`src/pkg/pm_cap_defs.vh`:
```
// constants for the port power management capability block
`ifndef PM_CAP_DEFS_VH
`define PM_CAP_DEFS_VH
`define HDR_OFFSET 12'h0c0
`define CSR_OFFSET 12'h0c4
`define CAP_ID_VALUE 8'h01
`define CAP_ID_LSB 0
`define NEXT_LINK_LSB 8
`define NEXT_LINK_UP 8'h00
`define NEXT_LINK_DOWN 8'hd0
`define REVISION_LSB 16
`define REVISION_VALUE 3'h3
`define SPECIAL_INIT_BIT 21
`define SPECIAL_INIT_RESET 1'h0
`define WAKE_MASK_LSB 27
`define WAKE_MASK_RESET 5'h19
`define WAKE_MASK_D0 0
`define WAKE_MASK_D3HOT 3
`define POWER_STATE_FIELD_LSB 0
`define POWER_STATE_FIELD_D0 2'h0
`define POWER_STATE_FIELD_D3HOT 2'h3
`define CTX_PRESERVE_BIT 3
`define CTX_PRESERVE_RESET 1'h1
`define WAKE_ENABLE_BIT 8
`define WAKE_STATUS_BIT 15
`endif

```
`src/verilog/sticky_bit.v`:
```
// one sticky flag bit with set-wins-over-clear, reset by the cold reset only
`timescale 1ns/1ps
module sticky_bit (
    ref_clk,
    rst_b,
    setBit,
    clearBit,
    loadEn,
    loadVal,
    bitOut
);
    input wire ref_clk;
    input wire rst_b;
    input wire setBit;
    input wire clearBit;
    input wire loadEn;
    input wire loadVal;
    output reg bitOut;
    // only the cold reset touches this flop; hot reset is not wired here
    always @(posedge ref_clk or negedge rst_b) begin
        if (!rst_b) begin
            bitOut <= 1'b0;
        end else if (setBit) begin
            bitOut <= 1'b1;
        end else if (loadEn) begin
            bitOut <= loadVal;
        end else if (clearBit) begin
            bitOut <= 1'b0;
        end
    end
endmodule // sticky_bit

```
`src/verilog/port_power_mgmt_capability.v`:
```
// power management capability registers of one switch port, on apb
//
// Function
// capability id reads fixed one, read-only
// next link zero upstream, d0 downstream, locked
// revision field constant three, writes ignored
// wake clock, reserved, aux current read zero
// special init flag resets zero, locked write
// d1 and d2 support bits read zero
// wake support mask resets 11001, locked write
// mask write changes advert, not behaviour
// never forward wake messages in d3cold
// power state rw, reset d0, two-bit
// context preserve resets one, locked, controls reset
// wake enable rw sticky resets zero
// hot reset leaves wake enable unchanged
// loader may preset wake enable at init
// wake status sticky w1c, set on own event
// forwarded wake does not set status
// upstream port never sets wake status
// data select, scale, data byte read zero
// bus state and clock enable read zero
// read-only and reserved bits ignore writes
//
// Implementation choice: register access over APB.
`timescale 1ns/1ps
`include "pm_cap_defs.vh"
module port_power_mgmt_capability (
    ref_clk,
    rst_b,
    hotRst_b,
    isUpstream,
    writeLock,
    d3Cold,
    ownWakeEvent,
    fwdWakeIn,
    paddr,
    psel,
    penable,
    pwrite,
    pwdata,
    pstrb,
    prdata,
    pready,
    pslverr,
    powerState,
    contextReset,
    wakeGenAllowed,
    wakeMsgOut,
    fwdWakeOut
);
    input wire ref_clk;
    input wire rst_b;
    input wire hotRst_b;
    input wire isUpstream;
    input wire writeLock;
    input wire d3Cold;
    input wire ownWakeEvent;
    input wire fwdWakeIn;
    input wire [11:0] paddr;
    input wire psel;
    input wire penable;
    input wire pwrite;
    input wire [31:0] pwdata;
    input wire [3:0] pstrb;
    output reg [31:0] prdata;
    output reg pready;
    output reg pslverr;
    output reg [1:0] powerState;
    output reg contextReset;
    output reg wakeGenAllowed;
    output reg wakeMsgOut;
    output reg fwdWakeOut;

    reg [7:0] nextLink_r;
    reg specialInit_r;
    reg [4:0] wakeMask_r;
    reg [1:0] power_state_field_r;
    reg ctxPreserve_r;
    reg strapDone_r;
    reg upstream_r;
    wire wakeEnable;
    wire wakeStatus;
    wire hdrHit;
    wire csrHit;
    wire setupPhase;
    wire wrAccess;
    wire wrHdr;
    wire wrCsr;
    wire unlocked;
    wire [31:0] hdrWord;
    wire [31:0] csrWord;
    wire d0Now;
    wire d3HotNow;
    wire wakeStateOk;
    wire ownWake;
    localparam [4:0] wakeDefault = `WAKE_MASK_RESET;

    assign hdrHit = (paddr == `HDR_OFFSET);
    assign csrHit = (paddr == `CSR_OFFSET);
    assign setupPhase = psel & ~penable;
    // pready follows the setup cycle by one; writes land at the access edge where it is high
    assign wrAccess = psel & penable & pready & pwrite;
    assign wrHdr = wrAccess & hdrHit;
    assign wrCsr = wrAccess & csrHit;
    assign unlocked = ~writeLock;

    // fixed fields stay constants in the read word so writes never reach them
    assign hdrWord = {wakeMask_r, 2'b00, 3'b000, specialInit_r, 1'b0, 1'b0,
                      `REVISION_VALUE, nextLink_r, `CAP_ID_VALUE};
    assign csrWord = {8'h00, 1'b0, 1'b0, 6'h00, wakeStatus, 2'b00, 4'h0,
                      wakeEnable, 4'h0, ctxPreserve_r, 1'b0, power_state_field_r};

    // strap of the port role caught after reset release
    always @(posedge ref_clk or negedge rst_b) begin
        if (!rst_b) begin
            strapDone_r <= 1'b0;
            upstream_r <= 1'b0;
        end else if (!strapDone_r) begin
            strapDone_r <= 1'b1;
            upstream_r <= isUpstream;
        end
    end

    // non-sticky fields follow both cold and hot reset
    always @(posedge ref_clk or negedge rst_b) begin
        if (!rst_b) begin
            nextLink_r <= `NEXT_LINK_DOWN;
            specialInit_r <= `SPECIAL_INIT_RESET;
            wakeMask_r <= `WAKE_MASK_RESET;
            power_state_field_r <= `POWER_STATE_FIELD_D0;
            ctxPreserve_r <= `CTX_PRESERVE_RESET;
        end else if (!hotRst_b || !strapDone_r) begin
            nextLink_r <= (strapDone_r ? upstream_r : isUpstream) ? `NEXT_LINK_UP : `NEXT_LINK_DOWN;
            specialInit_r <= `SPECIAL_INIT_RESET;
            wakeMask_r <= `WAKE_MASK_RESET;
            power_state_field_r <= `POWER_STATE_FIELD_D0;
            ctxPreserve_r <= `CTX_PRESERVE_RESET;
        end else begin
            if (wrHdr && unlocked && pstrb[1]) begin
                nextLink_r <= pwdata[15:8];
            end
            if (wrHdr && unlocked && pstrb[2]) begin
                specialInit_r <= pwdata[`SPECIAL_INIT_BIT];
            end
            if (wrHdr && unlocked && pstrb[3]) begin
                wakeMask_r <= pwdata[31:27];
            end
            if (wrCsr && pstrb[0]) begin
                if (pwdata[1:0] == `POWER_STATE_FIELD_D0 || pwdata[1:0] == `POWER_STATE_FIELD_D3HOT) begin
                    power_state_field_r <= pwdata[1:0];
                end
                if (unlocked) begin
                    ctxPreserve_r <= pwdata[`CTX_PRESERVE_BIT];
                end
            end
        end
    end

    // sticky flags: cold reset only, hot reset leaves them alone
    sticky_bit enableBit (
        .ref_clk(ref_clk),
        .rst_b(rst_b),
        .setBit(1'b0),
        .clearBit(1'b0),
        .loadEn(wrCsr & pstrb[1]),
        .loadVal(pwdata[`WAKE_ENABLE_BIT]),
        .bitOut(wakeEnable)
    );

    // own events only; forwarded messages and the upstream port never set it
    assign ownWake = ownWakeEvent & ~upstream_r & strapDone_r;

    sticky_bit statusBit (
        .ref_clk(ref_clk),
        .rst_b(rst_b),
        .setBit(ownWake),
        .clearBit(wrCsr & pstrb[1] & pwdata[`WAKE_STATUS_BIT]),
        .loadEn(1'b0),
        .loadVal(1'b0),
        .bitOut(wakeStatus)
    );

    // wake behaviour uses the fixed default mask, not the advertised one
    assign d0Now = (power_state_field_r == `POWER_STATE_FIELD_D0);
    assign d3HotNow = (power_state_field_r == `POWER_STATE_FIELD_D3HOT);
    assign wakeStateOk = ~d3Cold & ((d0Now & wakeDefault[`WAKE_MASK_D0]) |
                                    (d3HotNow & wakeDefault[`WAKE_MASK_D3HOT]));

    // apb answer: no wait cycle, pready in the first access cycle, no unmapped error
    always @(posedge ref_clk or negedge rst_b) begin
        if (!rst_b) begin
            prdata <= 32'h00000000;
            pready <= 1'b0;
            pslverr <= 1'b0;
        end else begin
            pready <= setupPhase;
            pslverr <= 1'b0;
            if (setupPhase && !pwrite) begin
                prdata <= hdrHit ? hdrWord : (csrHit ? csrWord : 32'h00000000);
            end
        end
    end

    // block outputs, all registered
    always @(posedge ref_clk or negedge rst_b) begin
        if (!rst_b) begin
            powerState <= `POWER_STATE_FIELD_D0;
            contextReset <= 1'b0;
            wakeGenAllowed <= 1'b0;
            wakeMsgOut <= 1'b0;
            fwdWakeOut <= 1'b0;
        end else begin
            powerState <= power_state_field_r;
            // pulse on leaving d3hot for d0 when context is not kept
            contextReset <= wrCsr & pstrb[0] & d3HotNow & (pwdata[1:0] == `POWER_STATE_FIELD_D0) &
                            ~ctxPreserve_r;
            wakeGenAllowed <= wakeEnable & wakeStateOk;
            wakeMsgOut <= ownWake & wakeEnable & wakeStateOk;
            fwdWakeOut <= fwdWakeIn & wakeStateOk;
        end
    end
endmodule // port_power_mgmt_capability

```
`config.mk`:
```
export PLATFORM = sky130hd
export DESIGN_NAME = port_power_mgmt_capability
export DESIGN_NICKNAME = d
export VERILOG_FILES = /design/src/verilog/sticky_bit.v /design/src/verilog/port_power_mgmt_capability.v
export VERILOG_INCLUDE_DIRS = /design/src /design/src/pkg
export SDC_FILE = /design/constraint.sdc
export NUM_CORES = 1
export LEC_CHECK = 0
export ABC_AREA = 1
export BUFFER_PORTS_ARGS = -buffer_cell sky130_fd_sc_hd__buf_4
export CAP_MARGIN = 5
export CELL_PAD_IN_SITES_DETAIL_PLACEMENT = 1
export CELL_PAD_IN_SITES_GLOBAL_PLACEMENT = 2
export CORE_ASPECT_RATIO = 1.75
export CORE_MARGIN = 3
export CORE_UTILIZATION = 24
export DETAILED_ROUTE_END_ITERATION = 12
export PLACE_DENSITY = 0.8
export SLEW_MARGIN = 0
export SYNTH_ARGS = -nofsm -noshare
export SYNTH_HDL_FRONTEND = slang
export SYNTH_HIERARCHICAL = 1
export SYNTH_SLANG_ARGS = --single-unit
```
`constraint.sdc`:
```
create_clock -name ref_clk -period 1.2 [get_ports ref_clk]
set_input_delay 0.18 -clock ref_clk [delete_from_list [all_inputs] [get_ports ref_clk]]
set_output_delay 0.18 -clock ref_clk [all_outputs]
set_load 0.005 [all_outputs]
```
## Word level (Yosys, flattened, before mapping)

Index checks and enable logic that the tools add are counted.

| operators by class | value |
|---|---|
| bitwise operators | 25 |
| reduce and logical (&&, ||, !) cells | 21 |
| equality and inequality tests | 5 |
| muxes and demuxes | 18 |

Operators by type and width:

| operator | count |
|---|---|
| 2-to-1 mux 32 bit | 1 |
| equality test 12 x 8 -> 1 bit (second input constant) | 2 |
| 2-to-1 mux 8 bit | 3 |
| bitwise AND 1 bit | 19 |
| 2-to-1 mux 16 bit | 1 |
| nonzero test 2 bit | 6 |
| 2-to-1 mux 5 bit | 2 |
| 2-to-1 mux 1 bit | 8 |
| logical AND 1 bit | 6 |
| 2-to-1 mux 2 bit | 3 |
| inverter 1 bit | 5 |
| equality test 2 bit (second input constant) | 2 |
| logical NOT 2 bit | 2 |
| AND reduction 2 bit | 2 |
| logical NOT 1 bit | 3 |
| logical OR 1 bit | 2 |
| inequality test 2 x 1 -> 1 bit (second input constant) | 1 |
| bitwise OR 1 bit | 1 |

| storage, ports and cells | value |
|---|---|
| logic and storage cells | 85 |
| register bits | 60 |
| output and inout bits | 40 |
| bits of input ports | 59 |

## Longest topological paths before layout

Gate-level depths: netlist (run 1).

| depth | value |
|---|---|
| depth after elaboration | 8 |
| depth in mapped cells | 10 |
| depth with buffers taken out | 10 |

## Modules after synthesis

Netlist (run 1), hierarchy kept.

By module, submodules not included:

| module | area an instance (µm²) | instances | sequential area each (µm²) | cells an instance |
|---|---|---|---|---|
| port_power_mgmt_capability | 2127.0 | 1 | 1109.8 | 231 |
| sticky_bit | 41.3 | 2 | 25.0 | 5 |

## Least setup slack after synthesis (run 1)

OpenSTA, ideal clock, no wires.

| timing path | value |
|---|---|
| path kind | register -> register |
| start point | register pready |
| end point | register nextLink_r[0] |
| period minus slack after synthesis | 1200 ps |
| buffers on the path | 0 |
| arrival | 1083 ps |
| setup time | 117 ps |
| setup slack | 0 ps |
| required time | 1083 ps |
| cell stages (with the launch flop) | 8 |
| cells stage by stage | dfrtp_1 > nand3_1 > nor3_2 > inv_1 > nor2_8 > nand2_4 > nand3_1 > nand2_1 |

| on the way | value |
|---|---|
| word-level cells in the longest chain between the ends | 6 |

RTL lines:

| element | RTL line | RTL |
|---|---|---|
| start, declared | port_power_mgmt_capability.v:67 | `output reg pready;` |
| start signal, assigned | port_power_mgmt_capability.v:197 | `pready <= setupPhase;` |
| bitwise AND 1 bit (2 in series) | port_power_mgmt_capability.v:103 | `assign wrAccess = psel & penable & pready & pwrite;` |
| bitwise AND 1 bit | port_power_mgmt_capability.v:104 | `assign wrHdr = wrAccess & hdrHit;` |
| logical AND 1 bit (2 in series) | port_power_mgmt_capability.v:140 | `if (wrHdr && unlocked && pstrb[1]) begin` |
| nonzero test 2 bit (no line) | -- |  |
| end signal, assigned | port_power_mgmt_capability.v:128 | `` nextLink_r <= `NEXT_LINK_DOWN; `` |
| end signal, assigned | port_power_mgmt_capability.v:134 | `` nextLink_r <= (strapDone_r ? upstream_r : isUpstream) ? `NEXT_LINK_UP : `NEXT_LINK_DOWN; `` |
| end signal, assigned | port_power_mgmt_capability.v:141 | `nextLink_r <= pwdata[15:8];` |
| end, declared | port_power_mgmt_capability.v:75 | `reg [7:0] nextLink_r;` |

No other way between the ends.
A chain may end at the register's enable or synchronous reset.

## Worst setup path after layout (run 1)

| timing path | value |
|---|---|
| start point | register pready |
| end point | register power_state_field_r[0] |

| on the way | value |
|---|---|
| word-level cells in the longest chain between the ends | 6 |

RTL lines:

| element | RTL line | RTL |
|---|---|---|
| bitwise AND 1 bit (2 in series) | port_power_mgmt_capability.v:103 |  |
| bitwise AND 1 bit | port_power_mgmt_capability.v:105 | `assign wrCsr = wrAccess & csrHit;` |
| logical AND 1 bit | port_power_mgmt_capability.v:149 | `if (wrCsr && pstrb[0]) begin` |
| nonzero test 2 bit (no line) | -- |  |
| AND reduction 2 bit (no line) | -- |  |
| end signal, assigned | port_power_mgmt_capability.v:131 | `` power_state_field_r <= `POWER_STATE_FIELD_D0; `` |
| end signal, assigned | port_power_mgmt_capability.v:137 | `` power_state_field_r <= `POWER_STATE_FIELD_D0; `` |
| end signal, assigned | port_power_mgmt_capability.v:151 | `power_state_field_r <= pwdata[1:0];` |
| end, declared | port_power_mgmt_capability.v:78 | `reg [1:0] power_state_field_r;` |

No other way between the ends.

==> metrics, run 1 <==
status finished with violations; Finish-stage setup viols 17; PwrDens 1047 nW/um^2; crit path kind flip-flop to flip-flop; largest net degree at the start of global routing 47; Setup TNS -0.8513 ns; Startpoint Class flip-flop; share of layout cells above drive strength 1 42.09%; syn avg cell area 9.169 sq um; Required @ worst endpoint 1.37 ns; top cells by area, synth dfrtp_1 44%, nand2_1 9.9%, dfstp_2 8.3%; # rows 45; Worst VDD drop 0.4908 mV; DR WL/cell 13.03 um; failing checks setup timing; Iter 0 DRT Violations 46; vias in the first global route 2,051; Num CTS Buffers 5; Layout Nets 395; CP arrival 1.43 ns; worst hold path type input port to flip-flop; Worst Slack Setup Final -0.05902 ns; max incr delay on CP 0.39 ns; I/O Buffers 69; final WL 5.888 mm; DRC 0; pre-CTS WS -0.1398 ns; Pre-Repair DR Iteration Count 4; Yosys top cell by area dfrtp_1; vias 1,916; Crit. End Element flip-flop; sequential cell area fraction in the yosys report 52.49%; Slowest cell on crit path dfrtp_1; maxcap violations 0; first-pass GRT wire length 9.680 mm; root buf cell clkbuf_16; Final period util 104.9%; Initial Util 25.00%; filler cell count 1,050; Cell Area, Synth 2210 sq um; Seq cells post-synth 46; final critical-path required period 1.259 ns; share of the synthesized area in the top cell type 44.17%; Tot GR Track Use 11.69%; Reg area 1160 sq um; antenna cells 0; f_max 794.3 MHz; R2R depth 8; clk sinks 46; die width 78.53 um; worst-path cell chain nand3_4 > buf_4 > nor2_4 > nand4_1 > nand2_2 > nand2_2 > nand2_1 > nand2_1; antenna violations before repair 0; clk slew on worst S/H paths 0.07 ns; worst-skew pair later-pin latency 0.28 ns; Die Area 10,440 sq um; Die Ht 132.9 um; Longest Clk Path Bufs 2; max-slew violations 0; Slew HR 60.07%; Crit Path Max Fanout 4; Vias/cell 4.239; Distinct cells, synth 27; synth warn 6; cells after synthesis 241; GRT overflow 0; core area 8840 sq um; final hold vios 0; CTS tree done; hpwl dp 4.762 mm; Antenna Nets Post-Route 0; Leakage 0.001730 uW; worst clock skew 0.007860 ns; Cells on Worst Hold Path 2; RSZ-0062 raised after global routing yes; Layout area overhead 44.90%; multi-input logic area 991.0 sq um; Hold Worst Slack 0.08252 ns; I/O Pins 99; H-tree depth 2; measured slew at the worst slew-check pin 0.5990 ns; GP Congestion 0.7417
## layout make-up
class | count | share of cell area [%]
Multi-Input combinational cell | 171 | 30.95
Clock inverter | 2 | 0.3126
Timing Repair Buffer | 89 | 21.45
Clock buffer | 6 | 4.025
Inverter | 21 | 2.462
Tap cell | 117 | 4.572
Sequential cell | 46 | 36.23
## critical path: cells and delay by family, from the launching register on
kind | cells | cell delay [ns]
buffers and inverters | 1 | 0.15
AND/OR/NAND/NOR | 7 | 0.61
flip-flops | 1 | 0.39
## power breakdown
| part | switching, uW | internal (uW) |
|---|---|---|
| Combinational | 209 | 189 |
| Sequential | 25.0 | 1610 |
| Clock | 550 | 765 |
| Total | 784 | 2570 |
## cells in the final DEF, fill, tap and decap left out
cell,instances
nor2_2,4
ha_1,2
nand4_1,10
nand3_1,16
buf_4,86
dfrtp_1,39
a22o_1,12
nand2_1,50
nand2_8,1
buf_6,1
inv_2,2
nor3_4,2
a21oi_1,2
inv_1,19
nor2_8,1
nor2_1,17
conb_1,20
nand2_4,4
dlygate4sd3_1,1
o21ai_1,1
nand2_2,9
clkbuf_16,5
or2_2,4
nor2_4,3
o21ai_0,3
nor3_2,2
or2_4,1
dfstp_2,7
nand3_2,5
nand3_4,1
o31ai_1,1
clkbuf_1,1
clkinv_2,2
buf_12,1
## stage by stage
stage               utilization, %  std cells  power [uW]  area (sq um)
finish                       36.22        452        3352          3202
global placement             33.19        441        2027          2934
global route                 36.22        452        3513          3202
floorplan                        -        259        1833          2277
detailed placement           33.19        441        2039          2934
CTS                          35.34        450        3383          3124
## routing by layer
| metal | track usage [%] | vias up | routed length (um) |
|---|---|---|---|
| li1 | - | 936 | - |
| met1 | 12.10 | 919 | 2064 |
| met2 | 22.85 | 51 | 3439 |
| met3 | 1.499 | 10 | 252 |
| met4 | 4.669 | 0 | 131 |
| met5 | 0 | - | 0 |
## sequential cells by signal, indices dropped and copies added, names as in the netlist
register and cells:
ctxPreserve_r 1, power_state_field_r 2, fwdWakeOut 1, upstream_r 1
contextReset 1, wakeMsgOut 1, enableBit/bitOut 1, nextLink_r 8
powerState 2, wakeGenAllowed 1, strapDone_r 1, prdata 18
pready 1, statusBit/bitOut 1, wakeMask_r 5, specialInit_r 1
## path summary, 6_finish.rpt
kind	from	end	slack, ns
max	pready	power_state_field_r[0]	-0.06
min	penable	pready	0.08
max reg2reg	pready	power_state_field_r[0]	-0.06
min reg2reg	wakeMask_r[0]	wakeMask_r[0]	0.48
max in group asynchronous	rst_b	contextReset	0.33
min in group asynchronous	rst_b	prdata[10]	0.47
## cells by family (layout without fill, tap and decap cells)
family          count (synthesis)  after routing  synth area share (%)
other cells                     2             20                0.3399
flops                          46             46                 52.49
simple gates                  130            130                 29.33
buf+inv                        42            118                 10.25
compound gates                 19             19                 6.455
fa+ha+maj                       2              2                 1.132
## cell usage after synthesis, drive strengths merged
cell type   n
o31ai       1
a21oi       2
or2         5
nand4      10
nand2      64
dfstp       7
conb        2
nand3      22
a22o       12
clkbuf      1
ha          2
dfrtp      39
nor2       25
buf        20
o21ai       4
inv        21
nor3        4
## repair_timing
action,in CTS,in global routing
pin swaps,6,6
hold buffers,1,0
setup buffers,0,2
resized for setup,10,17
endpoints found under the setup margin,19,19
endpoints found under the hold margin,39,0
Power figures use the tool's default switching activity.
==> run 2, diff against run 1 <==
--- a/config.mk
+++ b/config.mk
@@ -7,15 +7,17 @@
 export NUM_CORES = 1
 export LEC_CHECK = 0
 export ABC_AREA = 1
-export BUFFER_PORTS_ARGS = -buffer_cell sky130_fd_sc_hd__buf_4
 export CAP_MARGIN = 5
 export CELL_PAD_IN_SITES_DETAIL_PLACEMENT = 1
 export CELL_PAD_IN_SITES_GLOBAL_PLACEMENT = 2
 export CORE_ASPECT_RATIO = 1.75
 export CORE_MARGIN = 3
-export CORE_UTILIZATION = 24
+export CORE_UTILIZATION = 33
+export CTS_BUF_LIST = sky130_fd_sc_hd__clkbuf_8
 export DETAILED_ROUTE_END_ITERATION = 12
-export PLACE_DENSITY = 0.8
+export DONT_BUFFER_PORTS = 1
+export GPL_TIMING_DRIVEN = 0
+export PLACE_DENSITY = 0.81
 export SLEW_MARGIN = 0
 export SYNTH_ARGS = -nofsm -noshare
 export SYNTH_HDL_FRONTEND = slang
==> metrics, run 2 (synthesis gave the netlist of run 1 again) <==
GP Congestion 0.7091 (-4.4%); maxcap violations 0 (unchanged); Setup TNS -1.992 ns (-1.141 ns); status finished with violations; PwrDens 1149 nW/um^2 (+9.8%); Longest Clk Path Bufs 2 (unchanged); worst clock skew 0.006969 ns (-0.0008909 ns); Pre-Repair DR Iteration Count 4 (unchanged); max incr delay on CP 0.41 ns (+0.02 ns); I/O Buffers 0 (-100%); DP Cell Count 339 (-23%); Largest register FFs 18 (unchanged); # rows 38 (-16%); Worst VDD drop 0.5527 mV (+13%); wl on met1 2.030 mm (-1.6%); worst hold path type input port to async pin; Top reg by flops prdata; leading cell types in the layout, fill and taps excluded 54 x nand2_1, 39 x dfrtp_1, 20 x buf_4, 20 x conb_1, 19 x inv_1; I/O Pins 99 (unchanged); CP top delay family simple AND/OR/NAND/NOR gates; Layout area overhead 19.59%; Initial Util 34.94% (+9.9 points); Finish-stage setup viols 19 (+2); Leakage 0.001410 uW (-18%); met3 wire len 353 um (+40%); most common cell after layout, fill and taps aside nand2_1; final WL 5.374 mm (-8.7%); R2R depth 8 (unchanged); Required @ worst endpoint 1.45 ns (+0.08 ns); Post-CTS Hold Buffers 2 (+1); GRT overflow 0 (unchanged); Area after DPL 2377 sq um (-19%); largest net degree at the start of global routing 47 (unchanged); Slowest cell on crit path dfrtp_1; register share of total power 54.0% (+5.1 points); Startpoint Class flip-flop; Worst Slack Setup Final -0.1331 ns (-0.07407 ns); CTS tree done; final hold vios 46 (+46); core area 6324 sq um (-28%); switching component of the power 708.4 uW (-9.6%); Crit. End Element flip-flop; Iter 0 DRT Violations 72 (+57%); failing checks hold timing, setup timing; Layout Nets 335 (-15%); f_max 750.1 MHz (-5.6%); clock share of power 38.0% (-1.2 points); Final period util 111.1% (+6.2 points); CP bufs+invs 1 (unchanged); root buf cell clkbuf_8; sw frac 23.33% (-0.047 points); Power Total 3036 uW (-9.4%); CP arrival 1.58 ns (+0.15 ns); clk slew on worst S/H paths 0.09 ns (+0.02 ns); WL met2 2.911 mm (-15%); worst-path cell chain nand3_2 > nor3_4 > inv_2 > nor2_8 > nand2_4 > nand2_4 > nand2_1 > nand2_1; DR top layer met4; DR WL/cell 15.14 um (+16%); max-slew violations 0 (unchanged); Int Power 2328 uW (-9.4%); die width 67.86 um (-14%); Hold Worst Slack -0.4383 ns (-0.5209 ns); share of layout cells above drive strength 1 26.91% (-15 points); Comb power frac 8.0% (-3.9 points); first-pass GRT wire length 8.549 mm (-12%); largest registers prdata: 18 flops, nextLink_r: 8 flops, wakeMask_r: 5 flops; RSZ-0062 raised after global routing yes; Crit Path Max Fanout 7 (+3); crit path kind flip-flop to flip-flop; Die Ht 114.3 um (-14%); Tot GR Track Use 14.78% (+3.1 points); vias 1,667 (-13%); final critical-path required period 1.333 ns (+0.07407 ns); Num CTS Buffers 5 (unchanged); Vias/cell 4.696 (+11%); clk sinks 46 (unchanged); antenna cells 0 (unchanged); critical path depth 8 (unchanged); DRC 0 (unchanged); H-tree depth 2 (unchanged); worst-skew pair later-pin latency 0.30 ns (+0.02 ns); Antenna Nets Post-Route 0 (unchanged); antenna violations before repair 0 (unchanged); fin area 2643 sq um (-17%); hpwl dp 4.075 mm (-14%); Die Area 7752 sq um (-26%); Layout Cells excl Fill 355 (-21%); vias in the first global route 1,722 (-16%)
## run 2: path summary, 6_finish.rpt
| kind | from | endpoint | slack (ns) |
|---|---|---|---|
| min in group ref_clk | pwdata[8] | enableBit/bitOut | 0.01 |
| hold reg to reg | ctxPreserve_r | ctxPreserve_r | 0.49 |
| setup reg to reg | pready | wakeMask_r[0] | -0.13 |
| setup / recovery | pready | wakeMask_r[0] | -0.13 |
| hold / removal | rst_b | prdata[17] | -0.44 |
| max in group asynchronous | rst_b | wakeMask_r[0] | 1.45 |
## run 2: per-stage QoR
stage	worst slack [ns]	util, %
3_3_place_gp	-0.2263	37.59
2_1_floorplan	0.0008951	-
4_1_cts	-0.2162	41.23
3_5_place_dp	-0.2660	37.59
6_report	-0.1331	41.79
5_1_grt	-0.2360	41.79
## run 2: final cells by class
cell class / count / area [sq um]
fill: 756 / 3681
sequential: 46 / 1160
multi-input combinational: 171 / 975.9
buffer: 21 / 147.6
tap: 80 / 100.1
inverter: 21 / 81.33
clock buffer: 5 / 68.82
timing repair buffer: 8 / 68.82
clock inverter: 3 / 40.04
## run 2: routing by layer
metal | vias to the layer above | track usage (%)
met5 | - | 0
met4 | 0 | 4.781
met3 | 6 | 4.420
met2 | 48 | 25.44
met1 | 803 | 17.09
li1 | 810 | -
## run 2: what timing repair did
| action | CTS | global route |
|---|---|---|
| gates resized for setup | 17 | 6 |
| hold endpoints to repair | 48 | 46 |
| pin swaps | 7 | 8 |
| setup buffers | 5 | 1 |
| endpoints found under the setup margin | 22 | 21 |
## run 2: power groups by stage
stage	clock (uW)	combinational [uW]	sequential (uW)
after floorplan	0	170	1660
after global placement	0	201	1670
after detailed placement	0	207	1670
after CTS	1190	239	1640
after global routing	1250	278	1650
final	1150	243	1640
